`config.mk`:
```
export PLATFORM = sky130hd
export DESIGN_NAME = ectb_timer
export DESIGN_NICKNAME = d
export VERILOG_FILES = /design/src/ectb_pkg.sv /design/src/ectb_edge.sv /design/src/ectb_timer.sv
export SDC_FILE = /design/constraint.sdc
export NUM_CORES = 1
export LEC_CHECK = 0
export ABC_AREA = 1
export BUFFER_PORTS_ARGS = -buffer_cell sky130_fd_sc_hd__buf_2
export CORE_AREA = 2 2 87 89
export DETAILED_ROUTE_END_ITERATION = 6
export DIE_AREA = 0 0 89 91
export GPL_ROUTABILITY_DRIVEN = 0
export PLACE_DENSITY = 0.85
export SETUP_SLACK_MARGIN = 0.5
export SLEW_MARGIN = 20
export SYNTH_ARGS = -nofsm -noshare
export SYNTH_HDL_FRONTEND = slang
export SYNTH_SLANG_ARGS = --single-unit
export TNS_END_PERCENT = 100
```
`constraint.sdc`:
```
create_clock -name clk -period 4.7 [get_ports clk]
set_input_delay 0.94 -clock clk [delete_from_list [all_inputs] [get_ports clk]]
set_output_delay 0.94 -clock clk [all_outputs]
set_load 0.01 [all_outputs]
```
`src/ectb_pkg.sv`:
```
// package for the 16-bit event capture timer: register map, fields, modes
// assumes a classic wishbone slave with 32-bit data and byte addresses
package ectb_pkg;
	// word offsets (byte address = 4 * index)
	localparam logic [3:0] ECTB_CONTROL_WORD_A_IDX  = 4'h0;
	localparam logic [3:0] ECTB_CONTROL_WORD_B_IDX  = 4'h1;
	localparam logic [3:0] ECTB_EVCTL_IDX  = 4'h2;
	localparam logic [3:0] ECTB_FLAGS_IDX  = 4'h3;
	localparam logic [3:0] ECTB_STATUS_IDX = 4'h4;
	localparam logic [3:0] ECTB_COUNT_IDX  = 4'h5;
	localparam logic [3:0] ECTB_CCV_IDX    = 4'h6;
	// control word a fields
	localparam int ECTB_EN_BIT     = 0;
	localparam int ECTB_CLOCK_SOURCE_SELECT_LSB = 1;
	// control word b fields
	localparam int ECTB_MODE_LSB   = 0;
	localparam int ECTB_WOE_BIT    = 4;
	localparam int ECTB_INIT_BIT   = 5;
	// event control fields
	localparam int ECTB_EDGE_BIT   = 0;
	// flag fields
	localparam int ECTB_CAPTURE_FLAG_BIT   = 0;
	localparam int ECTB_OVF_BIT    = 1;
	// count limits
	localparam logic [15:0] ECTB_BOTTOM = 16'h0000;
	localparam logic [15:0] ECTB_MAX    = 16'hffff;
	localparam logic [15:0] ECTB_CCV_RST = 16'h0000;
	// clock source selections
	typedef enum logic [2:0] {
		ECTB_CK_DIV1  = 3'b000,
		ECTB_CK_DIV2  = 3'b001,
		ECTB_CK_COMP  = 3'b010,
		ECTB_CK_EVENT = 3'b111
	} ectb_clock_source_select_t;
	// operating modes
	typedef enum logic [2:0] {
		ECTB_M_PERIODIC = 3'b000,
		ECTB_M_TIMEOUT  = 3'b001,
		ECTB_M_CAPEVT   = 3'b010,
		ECTB_M_FREQ     = 3'b011,
		ECTB_M_PW       = 3'b100,
		ECTB_M_FPW      = 3'b101,
		ECTB_M_SHOT     = 3'b110,
		ECTB_M_PWM8     = 3'b111
	} ectb_mode_t;
endpackage : ectb_pkg

```
`src/ectb_edge.sv`:
```
// edge detector for the event input and the companion timer tick
// assumes inputs synchronous to clk
`timescale 1ns/1ps
module ectb_edge (
	input  wire logic clk,      // system clock
	input  wire logic rst_n,    // async reset, active low
	input  wire logic sig,      // level to watch
	output logic      rise,     // one-cycle rising pulse
	output logic      fall      // one-cycle falling pulse
);
	logic sig_q; // previous sample

	// previous sample register
	always_ff @(posedge clk or negedge rst_n) begin
		if (!rst_n) begin
			sig_q <= 1'b0;
		end else begin
			sig_q <= sig;
		end
	end

	assign rise = sig & ~sig_q;
	assign fall = ~sig & sig_q;
endmodule : ectb_edge

```
`src/ectb_timer.sv`:
```
// 16-bit event capture timer with a wishbone register file
// assumes event and clock-source inputs are synchronous to clk
`timescale 1ns/1ps
module ectb_timer
	import ectb_pkg::*;
(
	input  wire logic        clk,          // system clock, 125 MHz
	input  wire logic        rst_n,        // async reset, active low
	input  wire logic        wb_cyc_i,     // bus cycle
	input  wire logic        wb_stb_i,     // strobe
	input  wire logic        wb_we_i,      // write enable
	input  wire logic [5:0]  wb_adr_i,     // byte address
	input  wire logic [3:0]  wb_sel_i,     // byte lanes
	input  wire logic [31:0] wb_dat_i,     // write data
	output logic [31:0]      wb_dat_o,     // read data
	output logic             wb_ack_o,     // acknowledge
	input  wire logic        comp_clk_tick,// companion timer tick
	input  wire logic        event_in,     // routed event channel
	input  wire logic        port_out,     // general-purpose port value
	output logic             wave_pin,     // waveform output pin
	output logic             capture_flag_event,   // capture event pulse
	output logic             ovf_event     // overflow event pulse
);
	////////////////////////////////////////////////////////////////////
	// registers and wires
	logic        en_q;           // counter enable
	logic [2:0]  clock_source_select_q;       // clock source select
	ectb_mode_t  mode_q;         // operating mode
	logic        woe_q;          // waveform output enable
	logic        init_q;         // waveform initial level
	logic        edge_q;         // event edge select
	logic [15:0] count_q;        // count value
	logic [15:0] ccv_q;          // compare/capture value
	logic        capture_flag_q;         // capture flag
	logic        ovf_q;          // overflow flag
	logic        run_q;          // counting in time-out mode
	logic        ack_q;          // bus answer
	logic        wave_q;         // waveform level
	logic        div_q;          // divide-by-two prescaler
	logic        tick;           // selected count tick
	logic        ev_rise, ev_fall, ev_start, ev_stop;
	logic        tog_rise;       // companion tick rising edge
	logic        req, wr, rd;    // bus decode
	logic [3:0]  idx;            // word index
	logic        frozen;         // time-out idle state
	logic        counting;       // counter may advance
	logic        at_max, at_cmp;
	logic        capture_flag_set, ovf_set;
	logic        cap_load;       // copy count into capture
	logic        restart;        // load bottom

	////////////////////////////////////////////////////////////////////
	// edge detection
	ectb_edge u_ev (
		.clk   (clk),
		.rst_n (rst_n),
		.sig   (event_in),
		.rise  (ev_rise),
		.fall  (ev_fall)
	);
	ectb_edge u_cmp (
		.clk   (clk),
		.rst_n (rst_n),
		.sig   (comp_clk_tick),
		.rise  (tog_rise),
		.fall  ()
	);

	// edge bit picks active polarity
	assign ev_start = edge_q ? ev_fall : ev_rise;
	assign ev_stop  = edge_q ? ev_rise : ev_fall;

	////////////////////////////////////////////////////////////////////
	// bus decode: one-cycle answer, every address answered
	assign req = wb_cyc_i & wb_stb_i & ~ack_q;
	assign idx = wb_adr_i[5:2];
	assign wr  = req & wb_we_i & wb_sel_i[0];
	assign rd  = req & ~wb_we_i;
	assign wb_ack_o = ack_q;

	// ack register, dropped the cycle after it is given
	always_ff @(posedge clk or negedge rst_n) begin
		if (!rst_n) begin
			ack_q <= 1'b0;
		end else begin
			ack_q <= req;
		end
	end

	////////////////////////////////////////////////////////////////////
	// prescaler divide-by-two
	always_ff @(posedge clk or negedge rst_n) begin
		if (!rst_n) begin
			div_q <= 1'b0;
		end else begin
			div_q <= ~div_q;
		end
	end

	// tick selection from clock-source field
	always_comb begin
		unique case (clock_source_select_q)
		ECTB_CK_DIV1:  tick = 1'b1;
		ECTB_CK_DIV2:  tick = div_q;
		ECTB_CK_COMP:  tick = tog_rise;
		ECTB_CK_EVENT: tick = ev_rise;
		default:       tick = 1'b1;           // reserved codes
		endcase
	end

	////////////////////////////////////////////////////////////////////
	// mode-dependent control terms
	assign frozen   = (mode_q == ECTB_M_TIMEOUT) & ~run_q;
	assign counting = en_q & tick & ~frozen;
	assign at_max   = count_q == ECTB_MAX;
	assign at_cmp   = count_q == ccv_q;

	// capture on edge in capture-on-event and frequency modes only
	assign cap_load = en_q & ev_start &
		((mode_q == ECTB_M_CAPEVT) | (mode_q == ECTB_M_FREQ));
	// restarts to bottom
	assign restart = en_q & (
		((mode_q == ECTB_M_FREQ) & ev_start) |
		((mode_q == ECTB_M_TIMEOUT) & frozen & ev_start) |
		((mode_q == ECTB_M_PERIODIC) & counting & at_cmp));

	// flag set terms
	always_comb begin
		capture_flag_set = 1'b0;
		unique case (mode_q)
		ECTB_M_PERIODIC: capture_flag_set = counting & at_cmp;
		ECTB_M_TIMEOUT:  capture_flag_set = counting & at_cmp;
		ECTB_M_CAPEVT,
		ECTB_M_FREQ:     capture_flag_set = cap_load;
		default:         capture_flag_set = counting & at_cmp;
		endcase
	end
	// overflow when wrapping at maximum, any mode
	assign ovf_set = counting & at_max & ~restart;

	assign capture_flag_event = capture_flag_set;
	assign ovf_event  = ovf_set;

	////////////////////////////////////////////////////////////////////
	// control registers
	always_ff @(posedge clk or negedge rst_n) begin
		if (!rst_n) begin
			en_q     <= 1'b0;
			clock_source_select_q <= 3'b000;
			mode_q   <= ECTB_M_PERIODIC;
			woe_q    <= 1'b0;
			init_q   <= 1'b0;
			edge_q   <= 1'b0;
		end else if (wr) begin
			unique case (idx)
			ECTB_CONTROL_WORD_A_IDX: begin
				en_q     <= wb_dat_i[ECTB_EN_BIT];
				clock_source_select_q <= wb_dat_i[ECTB_CLOCK_SOURCE_SELECT_LSB +: 3];
			end
			ECTB_CONTROL_WORD_B_IDX: begin
				mode_q <= ectb_mode_t'(wb_dat_i[ECTB_MODE_LSB +: 3]);
				woe_q  <= wb_dat_i[ECTB_WOE_BIT];
				init_q <= wb_dat_i[ECTB_INIT_BIT];
			end
			ECTB_EVCTL_IDX: begin
				edge_q <= wb_dat_i[ECTB_EDGE_BIT];
			end
			default: begin
				// other words hold their own state
			end
			endcase
		end
	end

	////////////////////////////////////////////////////////////////////
	// time-out run state
	always_ff @(posedge clk or negedge rst_n) begin
		if (!rst_n) begin
			run_q <= 1'b0;
		end else if (mode_q != ECTB_M_TIMEOUT || !en_q) begin
			run_q <= 1'b0;
		end else if (!run_q && ev_start) begin
			run_q <= 1'b1;
		end else if (run_q && ev_stop) begin
			run_q <= 1'b0;
		end else if (run_q && wr && idx == ECTB_STATUS_IDX) begin
			run_q <= wb_dat_i[0];     // only acts while running
		end
	end

	////////////////////////////////////////////////////////////////////
	// counter: software write wins over counting
	always_ff @(posedge clk or negedge rst_n) begin
		if (!rst_n) begin
			count_q <= ECTB_BOTTOM;
		end else if (wr && idx == ECTB_COUNT_IDX) begin
			count_q <= wb_dat_i[15:0];
		end else if (restart) begin
			count_q <= ECTB_BOTTOM;
		end else if (counting) begin
			count_q <= count_q + 16'h0001;
		end
	end

	// compare/capture value
	always_ff @(posedge clk or negedge rst_n) begin
		if (!rst_n) begin
			ccv_q <= ECTB_CCV_RST;
		end else if (cap_load) begin
			ccv_q <= count_q;
		end else if (wr && idx == ECTB_CCV_IDX) begin
			ccv_q <= wb_dat_i[15:0];
		end
	end

	////////////////////////////////////////////////////////////////////
	// flags: hardware set beats software clear
	always_ff @(posedge clk or negedge rst_n) begin
		if (!rst_n) begin
			capture_flag_q <= 1'b0;
		end else if (capture_flag_set) begin
			capture_flag_q <= 1'b1;
		end else if (wr && idx == ECTB_FLAGS_IDX &&
			wb_dat_i[ECTB_CAPTURE_FLAG_BIT]) begin
			capture_flag_q <= 1'b0;
		end else if (rd && idx == ECTB_CCV_IDX && wb_sel_i[0] &&
			(mode_q == ECTB_M_CAPEVT || mode_q == ECTB_M_FREQ)) begin
			capture_flag_q <= 1'b0;
		end
	end

	always_ff @(posedge clk or negedge rst_n) begin
		if (!rst_n) begin
			ovf_q <= 1'b0;
		end else if (ovf_set) begin
			ovf_q <= 1'b1;
		end else if (wr && idx == ECTB_FLAGS_IDX &&
			wb_dat_i[ECTB_OVF_BIT]) begin
			ovf_q <= 1'b0;
		end
	end

	////////////////////////////////////////////////////////////////////
	// read data, registered
	always_ff @(posedge clk or negedge rst_n) begin
		if (!rst_n) begin
			wb_dat_o <= 32'h0000_0000;
		end else if (rd) begin
			unique case (idx)
			ECTB_CONTROL_WORD_A_IDX:  wb_dat_o <= {28'h0, clock_source_select_q, en_q};
			ECTB_CONTROL_WORD_B_IDX:  wb_dat_o <= {26'h0, init_q, woe_q, 1'b0,
				mode_q};
			ECTB_EVCTL_IDX:  wb_dat_o <= {31'h0, edge_q};
			ECTB_FLAGS_IDX:  wb_dat_o <= {30'h0, ovf_q, capture_flag_q};
			ECTB_STATUS_IDX: wb_dat_o <= {31'h0, run_q};
			ECTB_COUNT_IDX:  wb_dat_o <= {16'h0, count_q};
			ECTB_CCV_IDX:    wb_dat_o <= {16'h0, ccv_q};
			default:         wb_dat_o <= 32'h0000_0000;
			endcase
		end
	end

	////////////////////////////////////////////////////////////////////
	// waveform: toggles on each capture flag set (compare match, or capture in capture modes), starts at init level
	always_ff @(posedge clk or negedge rst_n) begin
		if (!rst_n) begin
			wave_q <= 1'b0;
		end else if (!en_q) begin
			wave_q <= init_q;
		end else if (capture_flag_set) begin
			wave_q <= ~wave_q;
		end
	end

	// pin mux: waveform overrides port value
	assign wave_pin = woe_q ? wave_q : port_out;
endmodule : ectb_timer

```
==> metrics.txt, run 1 <==
Synth Warn # 0; fraction of registers with async set or reset after synthesis 1.00; Power Density 326 mW/mm²; Leakage 2.46 nW; CP Capture Type output pin; post-synthesis compound-gate area fraction 0.107; sequential share of the synthesized area 0.395; DR iter-0 viols 652; Combinational Power Share 0.186; metal2 WL 5130 µm; largest net degree at the start of global routing 23; Sw Pwr 0.481 mW; unrepaired setup endpoints after global routing no; Register-to-Register Path Depth 5; Worst Max-Slew Pin Slew 0.840 ns; hold depth 1; Worst Hold Launch div_q; Die Y 91 µm; ANT cells 0; Power Internal 1.05 mW; Post-Synth Simple-Gate Area 0.344; TritonRoute pass-1 iters 5; initial core utilization 0.586; Post-Syn Area 0.00419 mm²; Slew headroom 0.438; clock transition at the registers of the reported paths 0.08 ns; remaining global-route overflow 0; share of cells above drive strength 1 0.144; largest family of logic cells by synthesized area simple AND/OR/NAND/NOR gates; Post-CTS Repair Setup Buffers 0; Worst Hold Path EP div_q; routed len/inst 15.1 µm; post-route cell area 0.00469 mm²; EDFF count, synth 0; worst hold path class register to register; Post-CTS Hold Fix Bufs 0; nets@finish 690; CP required 3.76 ns; total CTS buffers 9; Setup violations, final 0; part of the cycle the worst path needs 0.715; Root Driver clkbuf_8; initial antenna violation count 0; FILL cells 639; post-route ant nets 0; first-pass GRT wire length 18300 µm; Horiz. Die Dim 89 µm; top sig layer met4; fmax 298 MHz; vias in the first global route 3870; Synth Area in Adders 0.00299; main area contributors after synthesis dfrtp_1 (39%), nand2_1 (18%), inv_1 (5.9%); Synth top cells by count nand2_1 (204), dfrtp_1 (66), inv_1 (66), nor2_1 (47), nand3_1 (43); # rows 31; die area 0.00810 mm²; r2r startpoint wb_ack_o; DP Wirelength 8060 µm; worst-path maximum fanout 6; Sink Count 66; Ports 86; number of remaining DRC errors 0; placed inst area 0.00446 mm²; top-area cell type share of the netlist area 0.395; #FFs+latches synth 66; post-CTS sizing 0; Area Growth Syn to Fin 12.1%; detailed-route via count 4214; Clock Power Share 0.364; M1 WL 4820 µm; CTS tree done; mux share of post-synthesis cell area 0.00538; setup_tns 0 ns; r2r setup slk 2.37 ns; RR Endpoint wb_dat_o[4]; CTS Buffer Depth 2; Hold Violations, Final 0; Crit Path Class register to output pin; startpoint types register; status complete, no violations; max_cap viols 0; minimum clock period 3.36 ns; Port Buf Inserts 48; Netlist cell types 39; DR WL met3 1020 µm; drt via density 5.67; Layout Skew 0.0124 ns; Clk Latency, worst-skew pair 0.36 ns; leading area contributor after synthesis dfrtp_1; VDD IR max 0.168 mV; H-tree depth reported by CTS 3; most common cell in the synthesized netlist nand2_1; fraction of synthesized cell area in xor and xnor cells 0.0230; Synth Instances 593; Avg Inst Size Synth 7.06 µm²; Flop pwr share 0.450; Sw Share 0.314; Core Region 0.00714 mm²; ys flop type dfrtp_1; final wirelength 11200 µm; total track usage 0.292; max-slew violation count 0; crit path DAT 2.42 ns
## critical path: stages, from the launching register on
cell	delay, ns
dfrtp_1	0.49
ha_1	0.22
nand2_1	0.09
nor2_1	0.29
nand2_1	0.16
nor4_1	0.22
nand4_1	0.17
nor2_1	0.24
buf_2	0.18
## worst max-delay path by stage
stage           startpoint    endpoint  slack, ns  cells past startpoint
6_report        count_q[0]   ovf_event       1.34                      8
5_1_grt         count_q[0]   ovf_event       1.26                      8
4_1_cts         count_q[0]   ovf_event       1.46                      8
3_5_place_dp   wb_adr_i[2]  count_q[5]       1.44                     13
3_3_place_gp      event_in   ovf_event       1.51                      9
2_1_floorplan     event_in   ovf_event       2.02                      7
## per-layer routing
metal  GRT usage  vias up
li1            -     1975
met1       0.408     1959
met2       0.442      252
met3      0.0582       28
met4       0.117        0
met5           0        -
## registers in the layout (all words and copies together), names as in the netlist
name / flops
en_q: 1
wb_ack_o: 1
ccv_q: 16
init_q: 1
wb_dat_o: 16
capture_flag_q: 1
run_q: 1
clock_source_select_q: 3
mode_q: 3
div_q: 1
u_cmp.sig_q: 1
wave_q: 1
woe_q: 1
ovf_q: 1
count_q: 16
edge_q: 1
u_ev.sig_q: 1
## power by group through the flow
stage,logic (mW),clock network (mW),registers (mW)
floorplan,0.203,0,0.682
CTS,0.281,0.557,0.685
global placement,0.259,0,0.693
global route,0.324,0.588,0.696
finish,0.284,0.558,0.689
detailed placement,0.278,0,0.696
## cell usage in the layout (no fill, tap or decap), drive strengths merged, types with 3 or more instances in the layout
cell	Yosys	final
o211ai	5	5
buf	28	55
clkbuf	7	10
nor2	52	52
conb	1	16
dfrtp	66	66
xor2	11	11
inv	72	73
nor3	14	14
nand2	205	205
nand4	10	10
o221ai	5	5
a21oi	10	10
o21ai	29	29
o2111ai	3	3
a221oi	7	7
o22ai	12	12
nand3	47	47
## logic make-up (layout without fill, tap and decap cells)
kind of cell,Yosys count,in the layout
buf+inv,108,144
mux,2,2
other cells,1,16
simple gates,332,332
fa+ha+maj,1,1
xor+xnor,11,11
flops,66,66
compound gates,72,72
## stage by stage
step           setup WS [ns]  hold slack (ns)  power (mW)  utilization  std cells
2_1_floorplan           2.02            0.383       0.885            -        608
3_3_place_gp            1.51            0.394       0.952        0.618        725
3_5_place_dp            1.44            0.398       0.974        0.626        727
4_1_cts                 1.46            0.409        1.52        0.657        743
5_1_grt                 1.26            0.436        1.61        0.657        743
6_report                1.34            0.411        1.53        0.657        743
## layout make-up
cell class | count | area (µm²) | share of cell area
Timing Repair Buffer | 55 | 333 | 0.0710
Clock buffer | 10 | 138 | 0.0293
Multi-Input combinational cell | 434 | 2080 | 0.443
Clock inverter | 6 | 88.8 | 0.0189
Sequential cell | 66 | 1650 | 0.352
Tap cell | 99 | 124 | 0.0264
Inverter | 73 | 277 | 0.0589
Note: power is estimated with default switching activity, not from simulation.
==> run 2, diff against run 1 <==
--- a/config.mk
+++ b/config.mk
@@ -7,11 +7,11 @@
 export LEC_CHECK = 0
 export ABC_AREA = 1
 export BUFFER_PORTS_ARGS = -buffer_cell sky130_fd_sc_hd__buf_2
-export CORE_AREA = 2 2 87 89
+export CORE_AREA = 2 2 90 92
 export DETAILED_ROUTE_END_ITERATION = 6
-export DIE_AREA = 0 0 89 91
+export DIE_AREA = 0 0 92 94
 export GPL_ROUTABILITY_DRIVEN = 0
-export PLACE_DENSITY = 0.85
+export PLACE_DENSITY = 0.8
 export SETUP_SLACK_MARGIN = 0.5
 export SLEW_MARGIN = 20
 export SYNTH_ARGS = -nofsm -noshare
==> constraint.sdc (replaced) <==
create_clock -name clk -period 3.3 [get_ports clk]
set_input_delay 0.66 -clock clk [delete_from_list [all_inputs] [get_ports clk]]
set_output_delay 0.66 -clock clk [all_outputs]
set_load 0.01 [all_outputs]
==> run 2 against run 1 <==
Compared with the run above:
- flip-flop and latch count unchanged
- worst hold slack got worse by 0.0051 ns
- clock power increased by 56%
- global-route usage decreased by 1.7 points
- register-to-register slack got worse by 1.3 ns
- first-iteration DRC count decreased by 21%
- critical path type unchanged
- critical endpoint unchanged
- largest cell class unchanged
- highest routed layer unchanged
==> metrics.txt, run 2 (synthesis results as in run 1) <==
status complete, no violations; Power Density 473 mW/mm²; DR WL met3 1170 µm; Clock Power Share 0.382; Area Growth Syn to Fin 14.5%; Slew headroom 0.422; Sw Pwr 0.686 mW; hold depth 1; unrepaired setup endpoints after global routing yes; minimum clock period 2.71 ns; Power Internal 1.58 mW; initial core utilization 0.550; Setup violations, final 0; routed len/inst 14.9 µm; Register-to-Register Path Depth 7; clock transition at the registers of the reported paths 0.08 ns; final wirelength 11200 µm; RR Endpoint ccv_q[1]; H-tree depth reported by CTS 3; die area 0.00865 mm²; Core Region 0.00761 mm²; max_cap viols 0; initial antenna violation count 0; vias in the first global route 3865; Sink Count 66; CTS Buffer Depth 2; Horiz. Die Dim 92 µm; Port Buf Inserts 48; remaining global-route overflow 0; startpoint types register; # rows 32; most frequent cells in the layout nand2_1 (202), inv_1 (66), dfrtp_1 (65), buf_2 (48), nor2_1 (45); DR iter-0 viols 517; crit path DAT 2.05 ns; fmax 369 MHz; Combinational Power Share 0.189; Layout Skew 0.0125 ns; post-route ant nets 0; Hold Violations, Final 0; drt via density 5.49; Crit Path Class register to output pin; DP Wirelength 7880 µm; Clk Latency, worst-skew pair 0.36 ns; multi-input logic area 0.00213 mm²; metal2 WL 5160 µm; r2r setup slk 1.07 ns; Root Driver clkbuf_8; Sw Share 0.302; max-slew violation count 0; TritonRoute pass-1 iters 5; M1 WL 4690 µm; Flop pwr share 0.428; Worst Hold Launch div_q; part of the cycle the worst path needs 0.822; worst-path maximum fanout 6; r2r startpoint wb_ack_o; largest net degree at the start of global routing 67; VDD IR max 0.279 mV; FILL cells 694; Die Y 94 µm; Cell Count, Final, Fillers Out 754; number of remaining DRC errors 0; Ports 86; Worst Max-Slew Pin Slew 0.867 ns; nets@finish 698; Sequential Area 0.00165 mm²; CP Capture Type output pin; worst hold path class register to register; detailed-route via count 4141; CTS tree done; ANT cells 0; Leakage 2.52 nW; Worst Hold Path EP div_q; Top Registers ccv_q: 16 flops, count_q: 16 flops, wb_dat_o: 16 flops; share of cells above drive strength 1 0.166; Critical Path Start count_q[0]; setup_tns 0 ns; top sig layer met4; first-pass GRT wire length 18500 µm; most common cell after layout, fill and taps aside nand2_1; total track usage 0.275; Placed Cells incl. Taps 731; CP required 2.64 ns; total CTS buffers 9
run 2: changes by cell type in the layout (fill, tap and decap cells not counted), sizes merged:
cell | before | now
bufinv | 2 | 3
inv | 73 | 72
buf | 55 | 63
run 2: layout make-up:
type | count | share of cell area
multi-input combinational | 434 | 0.444
tap | 102 | 0.0266
inverter | 73 | 0.0577
clock inverter | 6 | 0.0238
clock buffer | 10 | 0.0287
timing repair buffer | 63 | 0.0744
sequential | 66 | 0.345
run 2: power by group through the flow:
stage          Combinational, mW  Sequential [mW]  Clock [mW]
2_1_floorplan              0.289            0.971           0
3_3_place_gp               0.393            0.975           0
3_5_place_dp               0.408            0.979           0
4_1_cts                    0.410            0.964       0.871
5_1_grt                    0.483            0.980       0.912
6_report                   0.429            0.972       0.868
run 2: worst max-delay path by stage:
stage | endpoint | slack, ns | cells after the start
2_1_floorplan | ovf_event | 1.18 | 7
3_3_place_gp | ovf_event | 0.66 | 9
3_5_place_dp | ovf_event | 0.65 | 9
4_1_cts | ovf_event | 0.50 | 10
5_1_grt | capture_flag_event | 0.50 | 9
6_report | ovf_event | 0.59 | 9
run 2: worst max-delay path, stage by stage (launching register included):
cell	delay (ns)
dfrtp_1	0.34
buf_6	0.14
ha_4	0.14
nand2_2	0.08
nor2_4	0.15
nand2_4	0.08
nor4_4	0.27
nand4_1	0.17
nor2_2	0.16
buf_2	0.15
run 2: routing by layer:
layer,vias up,GRT usage
met5,-,0
met4,0,0.107
met1,1900,0.378
met2,234,0.431
li1,1989,-
met3,18,0.0514
run 2: per-stage QoR:
| stage | hold WS (ns) | total power [mW] | setup slack, ns | util | area, µm² |
|---|---|---|---|---|---|
| 3_5_place_dp | 0.398 | 1.39 | 0.654 | 0.583 | 4440 |
| 4_1_cts | 0.408 | 2.25 | 0.504 | 0.617 | 4700 |
| 5_1_grt | 0.424 | 2.37 | 0.500 | 0.630 | 4790 |
| 3_3_place_gp | 0.392 | 1.37 | 0.658 | 0.583 | 4440 |
| 6_report | 0.406 | 2.27 | 0.589 | 0.630 | 4790 |
| 2_1_floorplan | 0.364 | 1.26 | 1.18 | - | 4240 |
run 2: timing repair:
| item | in CTS | in global routing |
|---|---|---|
| setup buffers | 0 | 7 |
| gates resized for setup | 3 | 9 |
| setup endpoints to repair | 1 | 1 |
| pin swaps | 0 | 5 |
| hold buffers | 0 | 0 |
